File: config.mk
export PLATFORM = sky130hd
export DESIGN_NAME = scfg_regs
export DESIGN_NICKNAME = d
export VERILOG_FILES = /design/src/scfg_pkg.sv /design/src/scfg_regs.sv /design/src/scfg_page_decode.sv
export SDC_FILE = /design/constraint.sdc
export NUM_CORES = 1
export LEC_CHECK = 0
export BUFFER_PORTS_ARGS = -buffer_cell sky130_fd_sc_hd__buf_2
export CORE_AREA = 5 5 54 61
export DETAILED_ROUTE_END_ITERATION = 10
export DIE_AREA = 0 0 59 66
export PLACE_DENSITY = 0.85
export SKIP_LAST_GASP = 1
export SLEW_MARGIN = 30
export SYNTH_ARGS = -nofsm -noshare
export SYNTH_HDL_FRONTEND = slang
export SYNTH_HIERARCHICAL = 1
export SYNTH_SLANG_ARGS = --single-unit
File: constraint.sdc
create_clock -name clock_i -period 3.25 [get_ports clock_i]
set_clock_uncertainty 0.1 [all_clocks]
set_input_delay 0 -clock clock_i [delete_from_list [all_inputs] [get_ports clock_i]]
set_output_delay 0 -clock clock_i [all_outputs]
set_load 0.005 [all_outputs]
File: src/scfg_pkg.sv
// package: register map, field positions, reset values and carriers for the config bank
package scfg_pkg;

  // ****************************************
  // register offsets
  // ****************************************
  localparam logic [11:0] SCFG_ADDR_INTF      = 12'h000;
  localparam logic [11:0] SCFG_ADDR_TYPE      = 12'h003;
  localparam logic [11:0] SCFG_ADDR_PID_LOW   = 12'h004;
  localparam logic [11:0] SCFG_ADDR_PID_HIGH  = 12'h005;
  localparam logic [11:0] SCFG_ADDR_GRADE     = 12'h006;
  localparam logic [11:0] SCFG_ADDR_PAGE      = 12'h008;

  // paged windows
  localparam logic [11:0] SCFG_PAGED_A_LO     = 12'h013;
  localparam logic [11:0] SCFG_PAGED_A_HI     = 12'h014;
  localparam logic [11:0] SCFG_PAGED_B_LO     = 12'h034;
  localparam logic [11:0] SCFG_PAGED_B_HI     = 12'h03d;
  localparam logic [11:0] SCFG_PAGED_C_LO     = 12'h110;
  localparam logic [11:0] SCFG_PAGED_C_HI     = 12'h124;
  localparam logic [11:0] SCFG_PAGED_D_LO     = 12'h135;
  localparam logic [11:0] SCFG_PAGED_D_HI     = 12'h14c;

  // ****************************************
  // field positions
  // ****************************************
  localparam int SCFG_BIT_RESET      = 0;
  localparam int SCFG_BIT_ORDER      = 1;
  localparam int SCFG_BIT_STEP       = 2;
  localparam int SCFG_BIT_SDO        = 3;
  localparam int SCFG_MIRROR_SHIFT   = 4;

  // ****************************************
  // reset values and page codes
  // ****************************************
  localparam logic [7:0] SCFG_INTF_RESET      = 8'h00;
  localparam logic [1:0] SCFG_PAGE_RESET      = 2'h3;
  localparam logic [1:0] SCFG_PAGE_CH0        = 2'h1;
  localparam logic [1:0] SCFG_PAGE_CH1        = 2'h2;
  localparam logic [1:0] SCFG_PAGE_BOTH       = 2'h3;
  // internal soft reset length in clocks
  localparam logic [3:0] SCFG_SOFT_RESET_LEN  = 4'h8;

  // ****************************************
  // carriers
  // ****************************************
  typedef struct packed {
    logic        wr;
    logic        rd;
    logic [11:0] addr;
    logic [7:0]  wdata;
  } scfg_req_s;

  typedef struct packed {
    logic        rvalid;
    logic [7:0]  rdata;
  } scfg_rsp_s;

  typedef struct packed {
    logic       ch0_wr;
    logic       ch1_wr;
    logic       ch_rd_sel;
    logic       paged;
  } scfg_steer_s;

endpackage : scfg_pkg

File: src/scfg_regs.sv
// top: serial interface config, identification and channel page registers
`timescale 1ns/1ps
module scfg_regs #(
  parameter logic [7:0] TYPE_CODE    = 8'h5a, // arbitrary value
  parameter logic [7:0] PROD_ID_LOW  = 8'h12, // arbitrary value
  parameter logic [7:0] PROD_ID_HIGH = 8'h34, // arbitrary value
  parameter logic [3:0] GRADE_CODE   = 4'h1,  // arbitrary value
  parameter logic [3:0] REVISION     = 4'h2   // arbitrary value
) (
  input  wire logic                 clock_i,
  input  wire logic                 resetn_i,
  input  scfg_pkg::scfg_req_s       req_i,
  output scfg_pkg::scfg_rsp_s       rsp_o,
  output scfg_pkg::scfg_steer_s     steer_o,
  output logic [1:0]                page_o,
  output logic                      low_bit_order_first_o,
  output logic                      address_step_up_o,
  output logic                      serial_out_pin_active_o,
  output logic                      soft_reset_o
);
  import scfg_pkg::*;

  // ****************************************
  // state
  // ****************************************
  typedef struct packed {
    logic              software_reset_request;
    logic              low_bit_order_first;
    logic              address_step_up;
    logic              serial_out_pin_active;
    logic [1:0]        page;
    logic [3:0]        reset_count;
    scfg_rsp_s         rsp;
    scfg_steer_s       steer;
  } scfg_state_s;

  scfg_state_s state;
  scfg_state_s next_state;
  scfg_steer_s steer_now;
  logic [7:0]  intf_value;

  scfg_page_decode scfg_page_decode_inst (
    .addr_i  (req_i.addr),
    .page_i  (state.page),
    .wr_i    (req_i.wr),
    .steer_o (steer_now)
  );

  // ****************************************
  // next state
  // ****************************************
  always_comb begin
    next_state = state;
    intf_value = {state.software_reset_request, state.low_bit_order_first,
                  state.address_step_up, state.serial_out_pin_active,
                  state.serial_out_pin_active, state.address_step_up,
                  state.low_bit_order_first, state.software_reset_request};
    // steering registered with its access, so the channel strobe lines up with the write
    next_state.steer      = steer_now;
    next_state.rsp.rvalid = req_i.rd;
    next_state.rsp.rdata  = 8'h00;
    if (req_i.rd) begin
      case (req_i.addr)
        SCFG_ADDR_INTF:     next_state.rsp.rdata = intf_value;
        SCFG_ADDR_TYPE:     next_state.rsp.rdata = TYPE_CODE;
        SCFG_ADDR_PID_LOW:  next_state.rsp.rdata = PROD_ID_LOW;
        SCFG_ADDR_PID_HIGH: next_state.rsp.rdata = PROD_ID_HIGH;
        SCFG_ADDR_GRADE:    next_state.rsp.rdata = {GRADE_CODE, REVISION};
        SCFG_ADDR_PAGE:     next_state.rsp.rdata = {6'h00, state.page};
        default:            next_state.rsp.rdata = 8'h00;
      endcase
    end
    // soft reset counts down, then drops the request bit by itself
    if (state.reset_count != 4'h0) begin
      next_state.reset_count = state.reset_count - 4'h1;
      if (state.reset_count == 4'h1) begin
        next_state.software_reset_request = 1'b0;
      end
    end
    if (req_i.wr) begin
      case (req_i.addr)
        SCFG_ADDR_INTF: begin
          // mirror bits ignored on write
          next_state.serial_out_pin_active = req_i.wdata[SCFG_BIT_SDO];
          next_state.address_step_up       = req_i.wdata[SCFG_BIT_STEP];
          next_state.low_bit_order_first   = req_i.wdata[SCFG_BIT_ORDER];
          if (req_i.wdata[SCFG_BIT_RESET] && (state.reset_count == 4'h0)) begin
            next_state.software_reset_request = 1'b1;
            next_state.reset_count            = SCFG_SOFT_RESET_LEN;
          end
        end
        SCFG_ADDR_PAGE: next_state.page = req_i.wdata[1:0];
        default: ;
      endcase
    end
    // the internal reset returns interface and page to defaults as it ends
    if (state.reset_count == 4'h1) begin
      next_state.low_bit_order_first   = SCFG_INTF_RESET[SCFG_BIT_ORDER];
      next_state.address_step_up       = SCFG_INTF_RESET[SCFG_BIT_STEP];
      next_state.serial_out_pin_active = SCFG_INTF_RESET[SCFG_BIT_SDO];
      next_state.page                  = SCFG_PAGE_RESET;
    end
  end

  always_ff @(posedge clock_i) begin
    if (!resetn_i) begin
      // page wakes up addressing both channels
      state                        <= '0;
      state.page                   <= SCFG_PAGE_RESET;
    end else begin
      state <= next_state;
    end
  end

  // ****************************************
  // outputs
  // ****************************************
  assign rsp_o                   = state.rsp;
  assign steer_o                 = state.steer;
  assign page_o                  = state.page;
  assign low_bit_order_first_o   = state.low_bit_order_first;
  assign address_step_up_o       = state.address_step_up;
  assign serial_out_pin_active_o = state.serial_out_pin_active;
  assign soft_reset_o            = state.software_reset_request;

  // ****************************************
  // assertions
  // ****************************************
  reset_start_a: assert property (@(posedge clock_i) disable iff (!resetn_i)
    (req_i.wr && req_i.addr == SCFG_ADDR_INTF && req_i.wdata[0] && !soft_reset_o) |=> soft_reset_o)
    else $error("soft reset did not start");
  reset_clear_a: assert property (@(posedge clock_i) disable iff (!resetn_i)
    $rose(soft_reset_o) |-> soft_reset_o [*8] ##1 !soft_reset_o)
    else $error("soft reset did not self clear after 8 cycles");
  step_write_a: assert property (@(posedge clock_i) disable iff (!resetn_i)
    (req_i.wr && req_i.addr == SCFG_ADDR_INTF && !soft_reset_o) |=> address_step_up_o == $past(req_i.wdata[2]))
    else $error("address step bit not stored");
  order_write_a: assert property (@(posedge clock_i) disable iff (!resetn_i)
    (req_i.wr && req_i.addr == SCFG_ADDR_INTF && !soft_reset_o) |=> low_bit_order_first_o == $past(req_i.wdata[1]))
    else $error("bit order not stored");
  type_read_a: assert property (@(posedge clock_i) disable iff (!resetn_i)
    (req_i.rd && req_i.addr == SCFG_ADDR_TYPE) |=> rsp_o.rvalid && rsp_o.rdata == TYPE_CODE)
    else $error("type code wrong");
  mirror_read_a: assert property (@(posedge clock_i) disable iff (!resetn_i)
    rsp_o.rvalid && $past(req_i.addr) == SCFG_ADDR_INTF |->
      rsp_o.rdata[7:4] == {rsp_o.rdata[0], rsp_o.rdata[1], rsp_o.rdata[2], rsp_o.rdata[3]})
    else $error("mirror nibble mismatch");
  id_read_a: assert property (@(posedge clock_i) disable iff (!resetn_i)
    (req_i.rd && req_i.addr == SCFG_ADDR_GRADE) |=> rsp_o.rdata == {GRADE_CODE, REVISION})
    else $error("grade and revision wrong");
  page_both_a: assert property (@(posedge clock_i) disable iff (!resetn_i)
    (req_i.wr && page_o == SCFG_PAGE_BOTH && req_i.addr == SCFG_PAGED_B_LO) |=>
      steer_o.ch0_wr && steer_o.ch1_wr && !steer_o.ch_rd_sel)
    else $error("page both not steering both");
  page_one_a: assert property (@(posedge clock_i) disable iff (!resetn_i)
    (req_i.wr && page_o == SCFG_PAGE_CH1 && req_i.addr == SCFG_PAGED_B_LO) |=>
      !steer_o.ch0_wr && steer_o.ch1_wr && steer_o.ch_rd_sel)
    else $error("page one not steering channel one");
  unpaged_a: assert property (@(posedge clock_i) disable iff (!resetn_i)
    (req_i.addr == SCFG_ADDR_INTF) |=> !steer_o.paged)
    else $error("unpaged address marked paged");

  // ****************************************
  // steering, identification and restore checks
  // ****************************************
  // registered ports lag the request by one edge, so every check except reset_restore_a looks one clock on
  zero_page_a: assert property (@(posedge clock_i) disable iff (!resetn_i)
    (req_i.wr && page_o == SCFG_PAGE_CH0 && req_i.addr == SCFG_PAGED_B_LO) |=>
      steer_o.ch0_wr && !steer_o.ch1_wr && !steer_o.ch_rd_sel)
    else $error("page zero not steering channel zero");
  steer_idle_a: assert property (@(posedge clock_i) disable iff (!resetn_i)
    !req_i.wr |=> !steer_o.ch0_wr && !steer_o.ch1_wr)
    else $error("channel write strobe without a write");
  outside_both_a: assert property (@(posedge clock_i) disable iff (!resetn_i)
    (req_i.wr && req_i.addr == SCFG_ADDR_INTF) |=>
      steer_o.ch0_wr && steer_o.ch1_wr && !steer_o.ch_rd_sel)
    else $error("unpaged write not shared by both channels");
  window_edge_a: assert property (@(posedge clock_i) disable iff (!resetn_i)
    (req_i.addr == SCFG_PAGED_D_HI) |=> steer_o.paged)
    else $error("window end not marked paged");
  window_past_a: assert property (@(posedge clock_i) disable iff (!resetn_i)
    (req_i.addr == SCFG_PAGED_D_HI + 12'h001) |=> !steer_o.paged)
    else $error("address past window marked paged");
  page_write_a: assert property (@(posedge clock_i) disable iff (!resetn_i)
    (req_i.wr && req_i.addr == SCFG_ADDR_PAGE && !soft_reset_o) |=> page_o == $past(req_i.wdata[1:0]))
    else $error("page field not stored");
  id_low_a: assert property (@(posedge clock_i) disable iff (!resetn_i)
    (req_i.rd && req_i.addr == SCFG_ADDR_PID_LOW) |=> rsp_o.rvalid && rsp_o.rdata == PROD_ID_LOW)
    else $error("product id low byte wrong");
  id_high_a: assert property (@(posedge clock_i) disable iff (!resetn_i)
    (req_i.rd && req_i.addr == SCFG_ADDR_PID_HIGH) |=> rsp_o.rvalid && rsp_o.rdata == PROD_ID_HIGH)
    else $error("product id high byte wrong");
  read_idle_a: assert property (@(posedge clock_i) disable iff (!resetn_i)
    !req_i.rd |=> !rsp_o.rvalid && rsp_o.rdata == 8'h00)
    else $error("read data shown without a read");
  reset_restore_a: assert property (@(posedge clock_i) disable iff (!resetn_i)
    $fell(soft_reset_o) |-> page_o == SCFG_PAGE_RESET && !address_step_up_o &&
      !low_bit_order_first_o && !serial_out_pin_active_o)
    else $error("soft reset did not restore defaults");

  // ****************************************
  // scenario covers
  // ****************************************
  soft_reset_c: cover property (@(posedge clock_i) disable iff (!resetn_i) $fell(soft_reset_o));
  page_both_c:  cover property (@(posedge clock_i) disable iff (!resetn_i)
    steer_o.paged && steer_o.ch0_wr && steer_o.ch1_wr);
  page_write_c: cover property (@(posedge clock_i) disable iff (!resetn_i)
    req_i.wr && req_i.addr == SCFG_ADDR_PAGE);
  paged_ch1_c:  cover property (@(posedge clock_i) disable iff (!resetn_i) steer_o.ch_rd_sel);

endmodule : scfg_regs

File: src/scfg_page_decode.sv
// page decoder: steers channel-specific accesses by page field and address window
`timescale 1ns/1ps
module scfg_page_decode (
  input  wire logic [11:0]          addr_i,
  input  wire logic [1:0]           page_i,
  input  wire logic                 wr_i,
  output scfg_pkg::scfg_steer_s     steer_o
);
  import scfg_pkg::*;

  logic in_window;

  always_comb begin
    in_window = ((addr_i >= SCFG_PAGED_A_LO) && (addr_i <= SCFG_PAGED_A_HI)) ||
                ((addr_i >= SCFG_PAGED_B_LO) && (addr_i <= SCFG_PAGED_B_HI)) ||
                ((addr_i >= SCFG_PAGED_C_LO) && (addr_i <= SCFG_PAGED_C_HI)) ||
                ((addr_i >= SCFG_PAGED_D_LO) && (addr_i <= SCFG_PAGED_D_HI));
    steer_o.paged     = in_window;
    // outside the windows both channels share one copy, so write both and read zero
    steer_o.ch0_wr    = wr_i && (!in_window || (page_i == SCFG_PAGE_CH0) || (page_i == SCFG_PAGE_BOTH));
    steer_o.ch1_wr    = wr_i && (!in_window || (page_i == SCFG_PAGE_CH1) || (page_i == SCFG_PAGE_BOTH));
    steer_o.ch_rd_sel = in_window && (page_i == SCFG_PAGE_CH1);
  end

endmodule : scfg_page_decode

# == Word level (Yosys, flattened, before mapping) ==
# Cells that the tools add are included.
# classes
n_eq_ne,9
mux,10
n_reduce_logical,24
n_bitwise,1
order_cmp,8
addsub,1
# ops
operator,n
one-hot mux 8 bit (5 select lines),1
"== test 12 x 3 -> 1 bit, second input constant",3
">= comparator 12 x 9 -> 1 bit, second input constant",2
"less-or-equal comparator 12 x 9 -> 1 bit, second input constant",2
2-to-1 mux 4 bit,4
"== test 12 x 2 -> 1 bit, second input constant",1
"== test 12 x 4 -> 1 bit, second input constant",1
">= comparator 12 x 5 -> 1 bit, second input constant",1
">= comparator 12 x 6 -> 1 bit, second input constant",1
"less-or-equal comparator 12 x 5 -> 1 bit, second input constant",1
"less-or-equal comparator 12 x 6 -> 1 bit, second input constant",1
zero test 12 bit,1
2-to-1 mux 10 bit,1
logical AND 1 bit,8
logical OR 1 bit,7
AND reduction 2 bit,3
"== test 2 bit, second input constant",2
"== test 4 x 1 -> 1 bit, second input constant",1
zero test 4 bit,1
nonzero test 4 bit,1
OR reduction 2 bit,2
"subtractor 4 x 1 -> 4 bit, second input constant",1
2-to-1 mux 1 bit,3
"== test 2 x 1 -> 1 bit, second input constant",1
other kinds (3),3
# word_totals
regBits,23
out_inout_bits,19

# == Longest topological paths before layout ==
# Gate-level depths: netlist of the first run.
# depth
ltp_word,9
mapped_depth,6
depth_no_buf,5

# == Cells and area by module ==
# Netlist of the first run, hierarchy kept.
# modules_own_cells
mod,instances,seq_area_each_um2,cells_each,area_per_inst_um2
scfg_regs,1,440.4,121,1184.9
scfg_page_decode,1,0.0,22,171.4

# == Worst setup path before layout of the first run ==
# Ideal clock, no wire load.
# synth_path
path_kind,flip-flop to flip-flop
from,register state[14] in the netlist's numbering
to,"register state, in the netlist soft_reset_o"
n_path_buf,1
path_slack_ns,1.827
t_arrival_ns,1.200
period_less_slack_ns,1.423
stages_incl_launch_ff,7
cell_sequence,dfxtp_1 -> inv_1 -> ha_1 -> or3b_1 -> clkbuf_1 -> o21ai_0 -> o22ai_1
# synth_between
elab_chain_cells,6
elab_cells_between_ends,9
# synth_rtl
item,line_no,source
"start, declared",scfg_regs.sv:37,scfg_state_s state;
"start signal, assigned",scfg_regs.sv:111,state <= next_state;
== test 4 x 1 -> 1 bit,scfg_regs.sv:76,if (state.reset_count == 4'h1) begin
2-to-1 mux 1 bit,scfg_regs.sv:76,
2-to-1 mux 1 bit,scfg_regs.sv:74,if (state.reset_count != 4'h0) begin
2-to-1 mux 1 bit,scfg_regs.sv:87,if (req_i.wdata[SCFG_BIT_RESET] && (state.reset_count == 4'h0)) begin
2-to-1 mux 4 bit,scfg_regs.sv:81,case (req_i.addr)
2-to-1 mux 10 bit (*),scfg_regs.sv:80,if (req_i.wr) begin
# Mark *: on every way between the ends. The rest lies on a longest branch, timed or not.
# A chain may end at the register's enable or synchronous reset.

# == Final worst setup path of the first run ==
# layout_path
from,register state[14] in the netlist's numbering
to,"register state, in the netlist low_bit_order_first_o"
# layout_between
elab_chain_cells,2
# layout_rtl
item,line_no,source
== test 4 x 1 -> 1 bit,scfg_regs.sv:97,if (state.reset_count == 4'h1) begin
OR reduction 2 bit (no line),--,
# No other way between the ends.

==> summary.txt, run 1 <==
STA
  • Final clock period utilization by the worst path: 78.6%
  • Achievable clock frequency: 392 MHz
  • Worst slew margin relative to its limit: 70.2%
  • Final hold violation count: 0
  • Setup repair after global routing missed its margin: no
  • Count of pins over their slew limit: 0
  • Setup violators final: 0
  • Aggregate negative setup slack: 0 ns
  • Tightest Pin Transition: 0.446 ns
  • Time the final worst path needs with I/O delays and setup: 2.55 ns

Synth
  • Distinct cell type count after synthesis: 48
  • Cell area after synthesis: 1360 sq um
  • Leading post-synthesis cells by instance count: sky130_fd_sc_hd__dfxtp_1, sky130_fd_sc_hd__buf_4, sky130_fd_sc_hd__nor3_1
  • Number of warnings issued by yosys: 6
  • Largest cells by area after synthesis: sky130_fd_sc_hd__dfxtp_1, sky130_fd_sc_hd__buf_4, sky130_fd_sc_hd__mux2i_1, sky130_fd_sc_hd__and2_1, sky130_fd_sc_hd__nor4_4
  • Largest area contributor in the netlist: sky130_fd_sc_hd__dfxtp_1
  • Share of synthesized flip-flops with an asynchronous set or reset: 0%
  • Count of state elements after synthesis: 22
  • Sequential share of the synthesized area: 32.5%
  • Fraction of post-synthesis cell area in the top cell type by area: 32.5%
  • Synthesized netlist cell count: 143
  • Top_reg_cell synth: sky130_fd_sc_hd__dfxtp_1
  • Avg Inst Size Synth: 9.48 sq um
  • Most common cell in the synthesized netlist: sky130_fd_sc_hd__dfxtp_1
  • Post-Syn Nets: 169
  • Number of synthesized flops with an enable pin: 0

Floorplan
  • Floorplan die height: 66 microns
  • Die outline width: 59 microns
  • Cell row count: 20
  • Die footprint: 3890 sq um
  • CORE AREA: 2650 sq um
  • Top-level port count: 43
  • Initial cell density of the core: 51.1%

Final layout
  • Antenna diode instance count: 0
  • Ratio of cells with drive above 1 in the final layout: 34.3%
  • Area growth syn-to-layout: 20.5%
  • Filler cell count in the final layout: 239
  • Area of the multi-input gates: 744 sq um
  • FF+latch area: 440 sq um
  • Post-route cell area: 1630 sq um
  • Non-filler cells in the finished layout: 211
  • NumNets Final: 205

Run
  • Number of maximum-capacitance constraint violations: 0

GRT
  • Gr ovfl total: 0
  • GRT Resource Usage Total: 15.5%
  • Pin count of the biggest net entering global routing: 19
  • Number of global-route vias before repair: 1110
  • First-pass GRT wire length: 4910 microns
  • Number of antenna violations at the first check in global routing: 0

Power
  • Power share of the sequential group: 43.0%
  • Design internal power: 0.513 mW
  • Sw frac: 29.3%
  • Leakage: 0.658 nW
  • Clock power frac: 28.7%
  • Switching power summed over all nets: 0.212 mW
  • Relative contribution of combinational cells to total power: 28.3%
  • Max IR drop VDD: 0.000335 V
  • P per Cell Area: 444 nW/um^2
  • Total power draw: 0.725 mW

Critical path
  • Peak fanout along the critical path: 7
  • Total buffers and inverters traversed by the critical path: 3
  • Type of element capturing the critical path: flop
  • Data required time of the worst path: 3.35 ns
  • Critical path class: reg -> reg
  • Cell type group with the largest total delay on the critical path: buffers and inverters
  • Cells along the critical path: inv_1, ha_1, or3b_1, nand3_1, dlygate4sd3_1, mux2i_1, dlygate4sd3_1
  • Crit path top cell by count: sky130_fd_sc_hd__dlygate4sd3_1
  • Data arrival time at the worst-slack endpoint: 2.66 ns
  • Slowest-stage cell, CP: sky130_fd_sc_hd__dlygate4sd3_1
  • Crit-path max cell delay: 0.56 ns
  • Crit path launch type: flop

Placed design
  • Placed cells: 192
  • Detailed Place HPWL: 2180 microns
  • Post-placement cell area: 1430 sq um
  • Quantity of I/O buffers inserted on ports: 38
  • Placer Congestion: 0.831

Drt
  • Mean number of vias per cell: 5.45
  • Via count of the routed design: 1149
  • Count of routing violations after the opening detailed-route iteration: 20
  • Pre-antenna DRT Iters: 4
  • Average wire length per cell after detail routing: 13.7 microns
  • Final ANT Viol Nets: 0
  • DRC Markers: 0
  • Detailed Route WL: 2890 microns

Clocking
  • Clk Latency, worst-skew pair: 0.30 ns
  • Num Clock Sinks: 22
  • PostCTS Resize Cnt: 0
  • # H-tree levels: 1
  • Root Driver: sky130_fd_sc_hd__clkbuf_4
  • Clock tree buffer depth: 2
  • Number of buffers inserted during clock tree synthesis: 3
  • Buffer count from post-CTS setup fixing: 0
  • TritonCTS clock tree: done
  • Worst-path clk slew: 0.12 ns

Outcome
  • Outcome: finished, final reports clean

Worst hold path
  • Class of the tightest hold or removal check: in -> reg
==> area by class of cell <==
type                       instances  area share (%)
clock inverter                     1            1.84
multi-input combinational         95            45.6
inverter                           4           0.919
sequential                        22            27.0
tap                               33            2.53
timing repair buffer              53            20.8
clock buffer                       3            1.38
==> sequential cells by signal, summed over array words and instances, names as in the netlist <==
| register | count |
|---|---|
| rsp_o | 8 |
| serial_out_pin_active_o | 1 |
| steer_o | 4 |
| low_bit_order_first_o | 1 |
| address_step_up_o | 1 |
| page_o | 2 |
| state | 4 |
| soft_reset_o | 1 |
==> power by group through the flow <==
stage               clock [mW]  sequential, mW  combinational, mW
global placement             0           0.315              0.176
finish                   0.208           0.312              0.205
detailed placement           0           0.317              0.189
floorplan                    0           0.312              0.145
global route             0.224           0.315              0.230
CTS                      0.210           0.311              0.205
==> routing by layer <==
metal,global-route usage [%],share of wire [%]
met1,18.0,41
met2,29.3,53
met3,2.34,5.3
met4,3.12,0.48
met5,0,0
==> per-stage QoR <==
stage / utilization (%) / hold WS [ns] / setup WS, ns
floorplan: - / -0.0290 / 1.83
global placement: 54.0 / 0.161 / 1.67
detailed placement: 54.0 / 0.167 / 1.63
CTS: 61.6 / 0.0103 / 0.732
global route: 61.6 / 0.0173 / 0.598
finish: 61.6 / 0.0144 / 0.697
==> cells in the final DEF, fill, tap and decap left out, types with 2 or more instances in the layout <==
cell and n:
sky130_fd_sc_hd__and3b_1 2, sky130_fd_sc_hd__o31a_1 3, sky130_fd_sc_hd__mux2i_1 7, sky130_fd_sc_hd__nor3b_1 3, sky130_fd_sc_hd__nor4_2 3, sky130_fd_sc_hd__nor4_4 2, sky130_fd_sc_hd__nor3_1 8, sky130_fd_sc_hd__and2_1 7
sky130_fd_sc_hd__clkbuf_4 3, sky130_fd_sc_hd__ha_1 2, sky130_fd_sc_hd__nor3b_2 2, sky130_fd_sc_hd__nand2_1 4, sky130_fd_sc_hd__nand3_1 7, sky130_fd_sc_hd__dlygate4sd3_1 15, sky130_fd_sc_hd__a2111oi_2 2, sky130_fd_sc_hd__inv_1 3
sky130_fd_sc_hd__nor2b_1 3, sky130_fd_sc_hd__dfxtp_1 22, sky130_fd_sc_hd__a21oi_1 3, sky130_fd_sc_hd__and4_1 2, sky130_fd_sc_hd__nor2_1 7, sky130_fd_sc_hd__buf_2 38, sky130_fd_sc_hd__o21ai_0 3, sky130_fd_sc_hd__o22ai_1 2
sky130_fd_sc_hd__nand4_1 2
==> what timing repair did <==
item | CTS | global route
hold endpoints to repair | 13 | 0
setup endpoints to repair | 0 | 0
hold buffers | 15 | 0
==> final timing paths <==
check                          startpoint                            endpoint  slack [ns]  cells after the start
setup / recovery     state[14]$_SDFF_PN0_  low_bit_order_first_o$_SDFFE_PP0P_        0.70                      7
hold / removal                  req_i[10]                 rsp_o[7]$_SDFF_PN0_        0.01                      2
setup reg to reg     state[14]$_SDFF_PN0_  low_bit_order_first_o$_SDFFE_PP0P_        0.70                      7
hold reg to reg   soft_reset_o$_SDFF_PN0_                 rsp_o[7]$_SDFF_PN0_        0.42                      2
==> cell families after synthesis <==
logic type	synth area share (%)
flip-flops	32.5
multiplexers	6.00
AO/OA/AOI/OAI	14.8
buffers and inverters	12.6
AND/OR/NAND/NOR	32.3
adder cells (fa/ha/maj)	1.84
No activity file was read; power rests on OpenSTA's default activity.
==> run 2: changes to the inputs <==
--- a/config.mk
+++ b/config.mk
@@ -5,11 +5,12 @@
 export SDC_FILE = /design/constraint.sdc
 export NUM_CORES = 1
 export LEC_CHECK = 0
+export ABC_AREA = 1
 export BUFFER_PORTS_ARGS = -buffer_cell sky130_fd_sc_hd__buf_2
-export CORE_AREA = 5 5 54 61
+export CORE_AREA = 5 5 55 62
 export DETAILED_ROUTE_END_ITERATION = 10
-export DIE_AREA = 0 0 59 66
-export PLACE_DENSITY = 0.85
+export DIE_AREA = 0 0 60 67
+export PLACE_DENSITY = 0.8
 export SKIP_LAST_GASP = 1
 export SLEW_MARGIN = 30
 export SYNTH_ARGS = -nofsm -noshare
==> constraint.sdc (replaced) <==
create_clock -name clock_i -period 2.5 [get_ports clock_i]
set_clock_uncertainty 0.1 [all_clocks]
set_input_delay 0 -clock clock_i [delete_from_list [all_inputs] [get_ports clock_i]]
set_output_delay 0 -clock clock_i [all_outputs]
set_load 0.005 [all_outputs]
==> summary.txt, run 2 <==
Outcome
  • Outcome: finished, final reports clean

Power
  • Switching power summed over all nets: 0.285 mW (+34%)
  • Clock power frac: 19.4% (-9.3 points)
  • Leakage: 0.887 nW (+35%)
  • Sw frac: 34.2% (+4.9 points)
  • P per Cell Area: 541 nW/um^2 (+22%)
  • Relative contribution of combinational cells to total power: 32.2% (+3.9 points)
  • Max IR drop VDD: 0.000299 V (-11%)
  • Total power draw: 0.832 mW (+15%)
  • Design internal power: 0.548 mW (+6.8%)
  • Power share of the sequential group: 48.4% (+5.4 points)

Clocking
  • Worst-path clk slew: 0.11 ns (about the same)
  • # H-tree levels: 1 (unchanged)
  • Clk Latency, worst-skew pair: 0.31 ns (about the same)
  • Buffer count from post-CTS setup fixing: 0 (unchanged)
  • Num Clock Sinks: 22 (unchanged)
  • Root Driver: sky130_fd_sc_hd__clkbuf_4
  • Clock tree buffer depth: 2 (unchanged)
  • Number of buffers inserted during clock tree synthesis: 3 (unchanged)
  • TritonCTS clock tree: done

Floorplan
  • Cell row count: 20 (unchanged)
  • Die footprint: 4020 sq um (+3.2%)
  • Floorplan die height: 67 microns (+1.5%)
  • Die outline width: 60 microns (+1.7%)
  • CORE AREA: 2700 sq um (+1.9%)
  • Top-level port count: 43 (unchanged)
  • Initial cell density of the core: 48.5% (-2.6 points)

Synth
  • Synthesized netlist cell count: 201 (+41%)
  • Largest cells by area after synthesis: sky130_fd_sc_hd__dfxtp_1, sky130_fd_sc_hd__nand2_1, sky130_fd_sc_hd__buf_4, sky130_fd_sc_hd__nor2_1, sky130_fd_sc_hd__inv_1
  • Count of state elements after synthesis: 22 (unchanged)
  • Leading post-synthesis cells by instance count: sky130_fd_sc_hd__nand2_1, sky130_fd_sc_hd__nor2_1, sky130_fd_sc_hd__inv_1
  • Share of synthesized flip-flops with an asynchronous set or reset: 0% (unchanged)
  • Sequential share of the synthesized area: 33.6% (+1.1 points)
  • Avg Inst Size Synth: 6.52 sq um (-31%)
  • Most common cell in the synthesized netlist: sky130_fd_sc_hd__nand2_1
  • Number of synthesized flops with an enable pin: 0 (unchanged)
  • Cell area after synthesis: 1310 sq um (-3.3%)
  • Largest area contributor in the netlist: sky130_fd_sc_hd__dfxtp_1
  • Number of warnings issued by yosys: 6 (unchanged)
  • Top_reg_cell synth: sky130_fd_sc_hd__dfxtp_1
  • Distinct cell type count after synthesis: 26 (-46%)
  • Post-Syn Nets: 227 (+34%)
  • Fraction of post-synthesis cell area in the top cell type by area: 33.6% (+1.1 points)

STA
  • Minimum hold slack: 0.00672 ns (-0.00767 ns)
  • Count of pins over their slew limit: 0 (unchanged)
  • Aggregate negative setup slack: 0 ns (unchanged)
  • Tightest Pin Transition: 0.295 ns (-0.151 ns)
  • Final hold violation count: 0 (unchanged)
  • Final clock period utilization by the worst path: 76.9%
  • Worst slew margin relative to its limit: 80.3% (+10 points)
  • Time the final worst path needs with I/O delays and setup: 1.92 ns
  • Setup repair after global routing missed its margin: no
  • Setup violators final: 0 (unchanged)
  • Achievable clock frequency: 520 MHz

Critical path
  • Peak fanout along the critical path: 7 (unchanged)
  • Cells along the critical path: dlygate4sd3_1, buf_2, nand4_1, dlygate4sd3_1, a21oi_1, dlygate4sd3_1
  • Slowest-stage cell, CP: sky130_fd_sc_hd__dlygate4sd3_1
  • Data arrival time at the worst-slack endpoint: 2.08 ns (-0.58 ns)
  • Crit-path max cell delay: 0.58 ns (+0.02 ns)
  • Data required time of the worst path: 2.66 ns (-0.69 ns)
  • Type of element capturing the critical path: flop
  • Cell type group with the largest total delay on the critical path: buffers and inverters
  • Crit path top cell by count: sky130_fd_sc_hd__dlygate4sd3_1
  • Critical path class: in -> reg
  • Total buffers and inverters traversed by the critical path: 4 (+1)
  • Crit path launch type: primary input

Drt
  • DRC Markers: 0 (unchanged)
  • Via count of the routed design: 1235 (+7.5%)
  • Pre-antenna DRT Iters: 4 (unchanged)
  • Final ANT Viol Nets: 0 (unchanged)
  • Mean number of vias per cell: 4.61 (-15%)
  • Detailed Route WL: 2690 microns (-7.0%)
  • Average wire length per cell after detail routing: 10.0 microns (-27%)
  • Count of routing violations after the opening detailed-route iteration: 33 (+65%)

Final layout
  • Most common cell after layout, fill and taps aside: sky130_fd_sc_hd__nand2_1
  • Ratio of cells with drive above 1 in the final layout: 23.0% (-11 points)
  • NumNets Final: 263 (+28%)
  • Antenna diode instance count: 0 (unchanged)
  • Area growth syn-to-layout: 17.4%
  • Max reg flops: 8 (unchanged)
  • Non-filler cells in the finished layout: 268 (+27%)
  • Filler cell count in the final layout: 272 (+14%)
  • Commonest cells after routing, fill and taps aside: sky130_fd_sc_hd__nand2_1, sky130_fd_sc_hd__buf_2, sky130_fd_sc_hd__nor2_1
  • Post-route cell area: 1540 sq um (-5.8%)

Placed design
  • Detailed Place HPWL: 2060 microns (-5.5%)
  • Placed cells: 254 (+32%)
  • Post-placement cell area: 1410 sq um (-1.7%)
  • Quantity of I/O buffers inserted on ports: 38 (unchanged)
  • Placer Congestion: 0.822 (-1.1%)

GRT
  • GRT Resource Usage Total: 14.7% (-0.84 points)
  • Number of antenna violations at the first check in global routing: 0 (unchanged)
  • Gr ovfl total: 0 (unchanged)
  • Number of global-route vias before repair: 1112 (+0.18%)
  • First-pass GRT wire length: 4460 microns (-9.1%)
  • Pin count of the biggest net entering global routing: 15 (-4)

Run
  • Number of maximum-capacitance constraint violations: 0 (unchanged)

Worst hold path
  • Class of the tightest hold or removal check: in -> reg
## run 2: power groups by stage
| stage | combinational (mW) | clock [mW] | sequential (mW) |
|---|---|---|---|
| 2_1_floorplan | 0.197 | 0 | 0.406 |
| 3_3_place_gp | 0.247 | 0 | 0.409 |
| 3_5_place_dp | 0.256 | 0 | 0.409 |
| 4_1_cts | 0.267 | 0.163 | 0.402 |
| 5_1_grt | 0.304 | 0.178 | 0.406 |
| 6_report | 0.268 | 0.162 | 0.403 |
## run 2: area by class of cell
type,instances,area (sq um),share of cell area [%]
Tap cell,33,41.3,2.68
Sequential cell,22,440,28.6
Inverter,36,135,8.78
Clock buffer,3,22.5,1.46
Timing Repair Buffer,49,300,19.5
Multi-Input combinational cell,125,599,38.9
## run 2: worst register-to-register path, stage by stage (launching register included)
cell	delay [ns]
sky130_fd_sc_hd__dfxtp_1	0.34
sky130_fd_sc_hd__inv_1	0.08
sky130_fd_sc_hd__ha_1	0.18
sky130_fd_sc_hd__nand3_1	0.10
sky130_fd_sc_hd__nand2_1	0.08
sky130_fd_sc_hd__a21oi_1	0.12
sky130_fd_sc_hd__dlygate4sd3_1	0.56
## run 2: metrics by stage
stage          utilization [%]  setup WS, ns
2_1_floorplan                -          1.16
3_3_place_gp              52.0          1.03
3_5_place_dp              52.0         0.978
4_1_cts                   56.9         0.621
5_1_grt                   56.9         0.491
6_report                  56.9         0.577
## run 2: final timing paths
path                      startpoint                            endpoint  slack [ns]  depth (start not counted)
min reg2reg  soft_reset_o$_SDFF_PN0_                 rsp_o[7]$_SDFF_PN0_        0.41                          2
max                        req_i[21]  low_bit_order_first_o$_SDFFE_PP0P_        0.58                          6
max reg2reg     state[14]$_SDFF_PN0_  low_bit_order_first_o$_SDFFE_PP0P_        0.89                          6
min                        req_i[11]              page_o[1]$_SDFFE_PP1P_       0.007                          5
## run 2: cell families (layout without fill, tap and decap cells)
group | after synthesis | in the layout | share of synthesized area [%]
AOI/OAI and AO/OA | 14 | 14 | 5.92
adders and majority gates | 2 | 2 | 1.91
xor gates and xnor gates | 2 | 2 | 1.34
DFF | 22 | 22 | 33.6
and+or+nand+nor | 107 | 107 | 36.5
buffers and inverters | 54 | 88 | 20.7
## run 2: layer usage
metal	up-vias	track usage, %	wire (microns)
met4	0	8.31	70
met5	-	0	0
met2	28	26.2	1330
li1	666	-	-
met3	5	2.91	133
met1	536	15.5	1150
## run 2: repair_timing
action / in CTS / in global routing
hold endpoints to repair: 17 / 0
resized for setup: 0 / 0
hold buffers: 11 / 0
endpoints found under the setup margin: 0 / 0
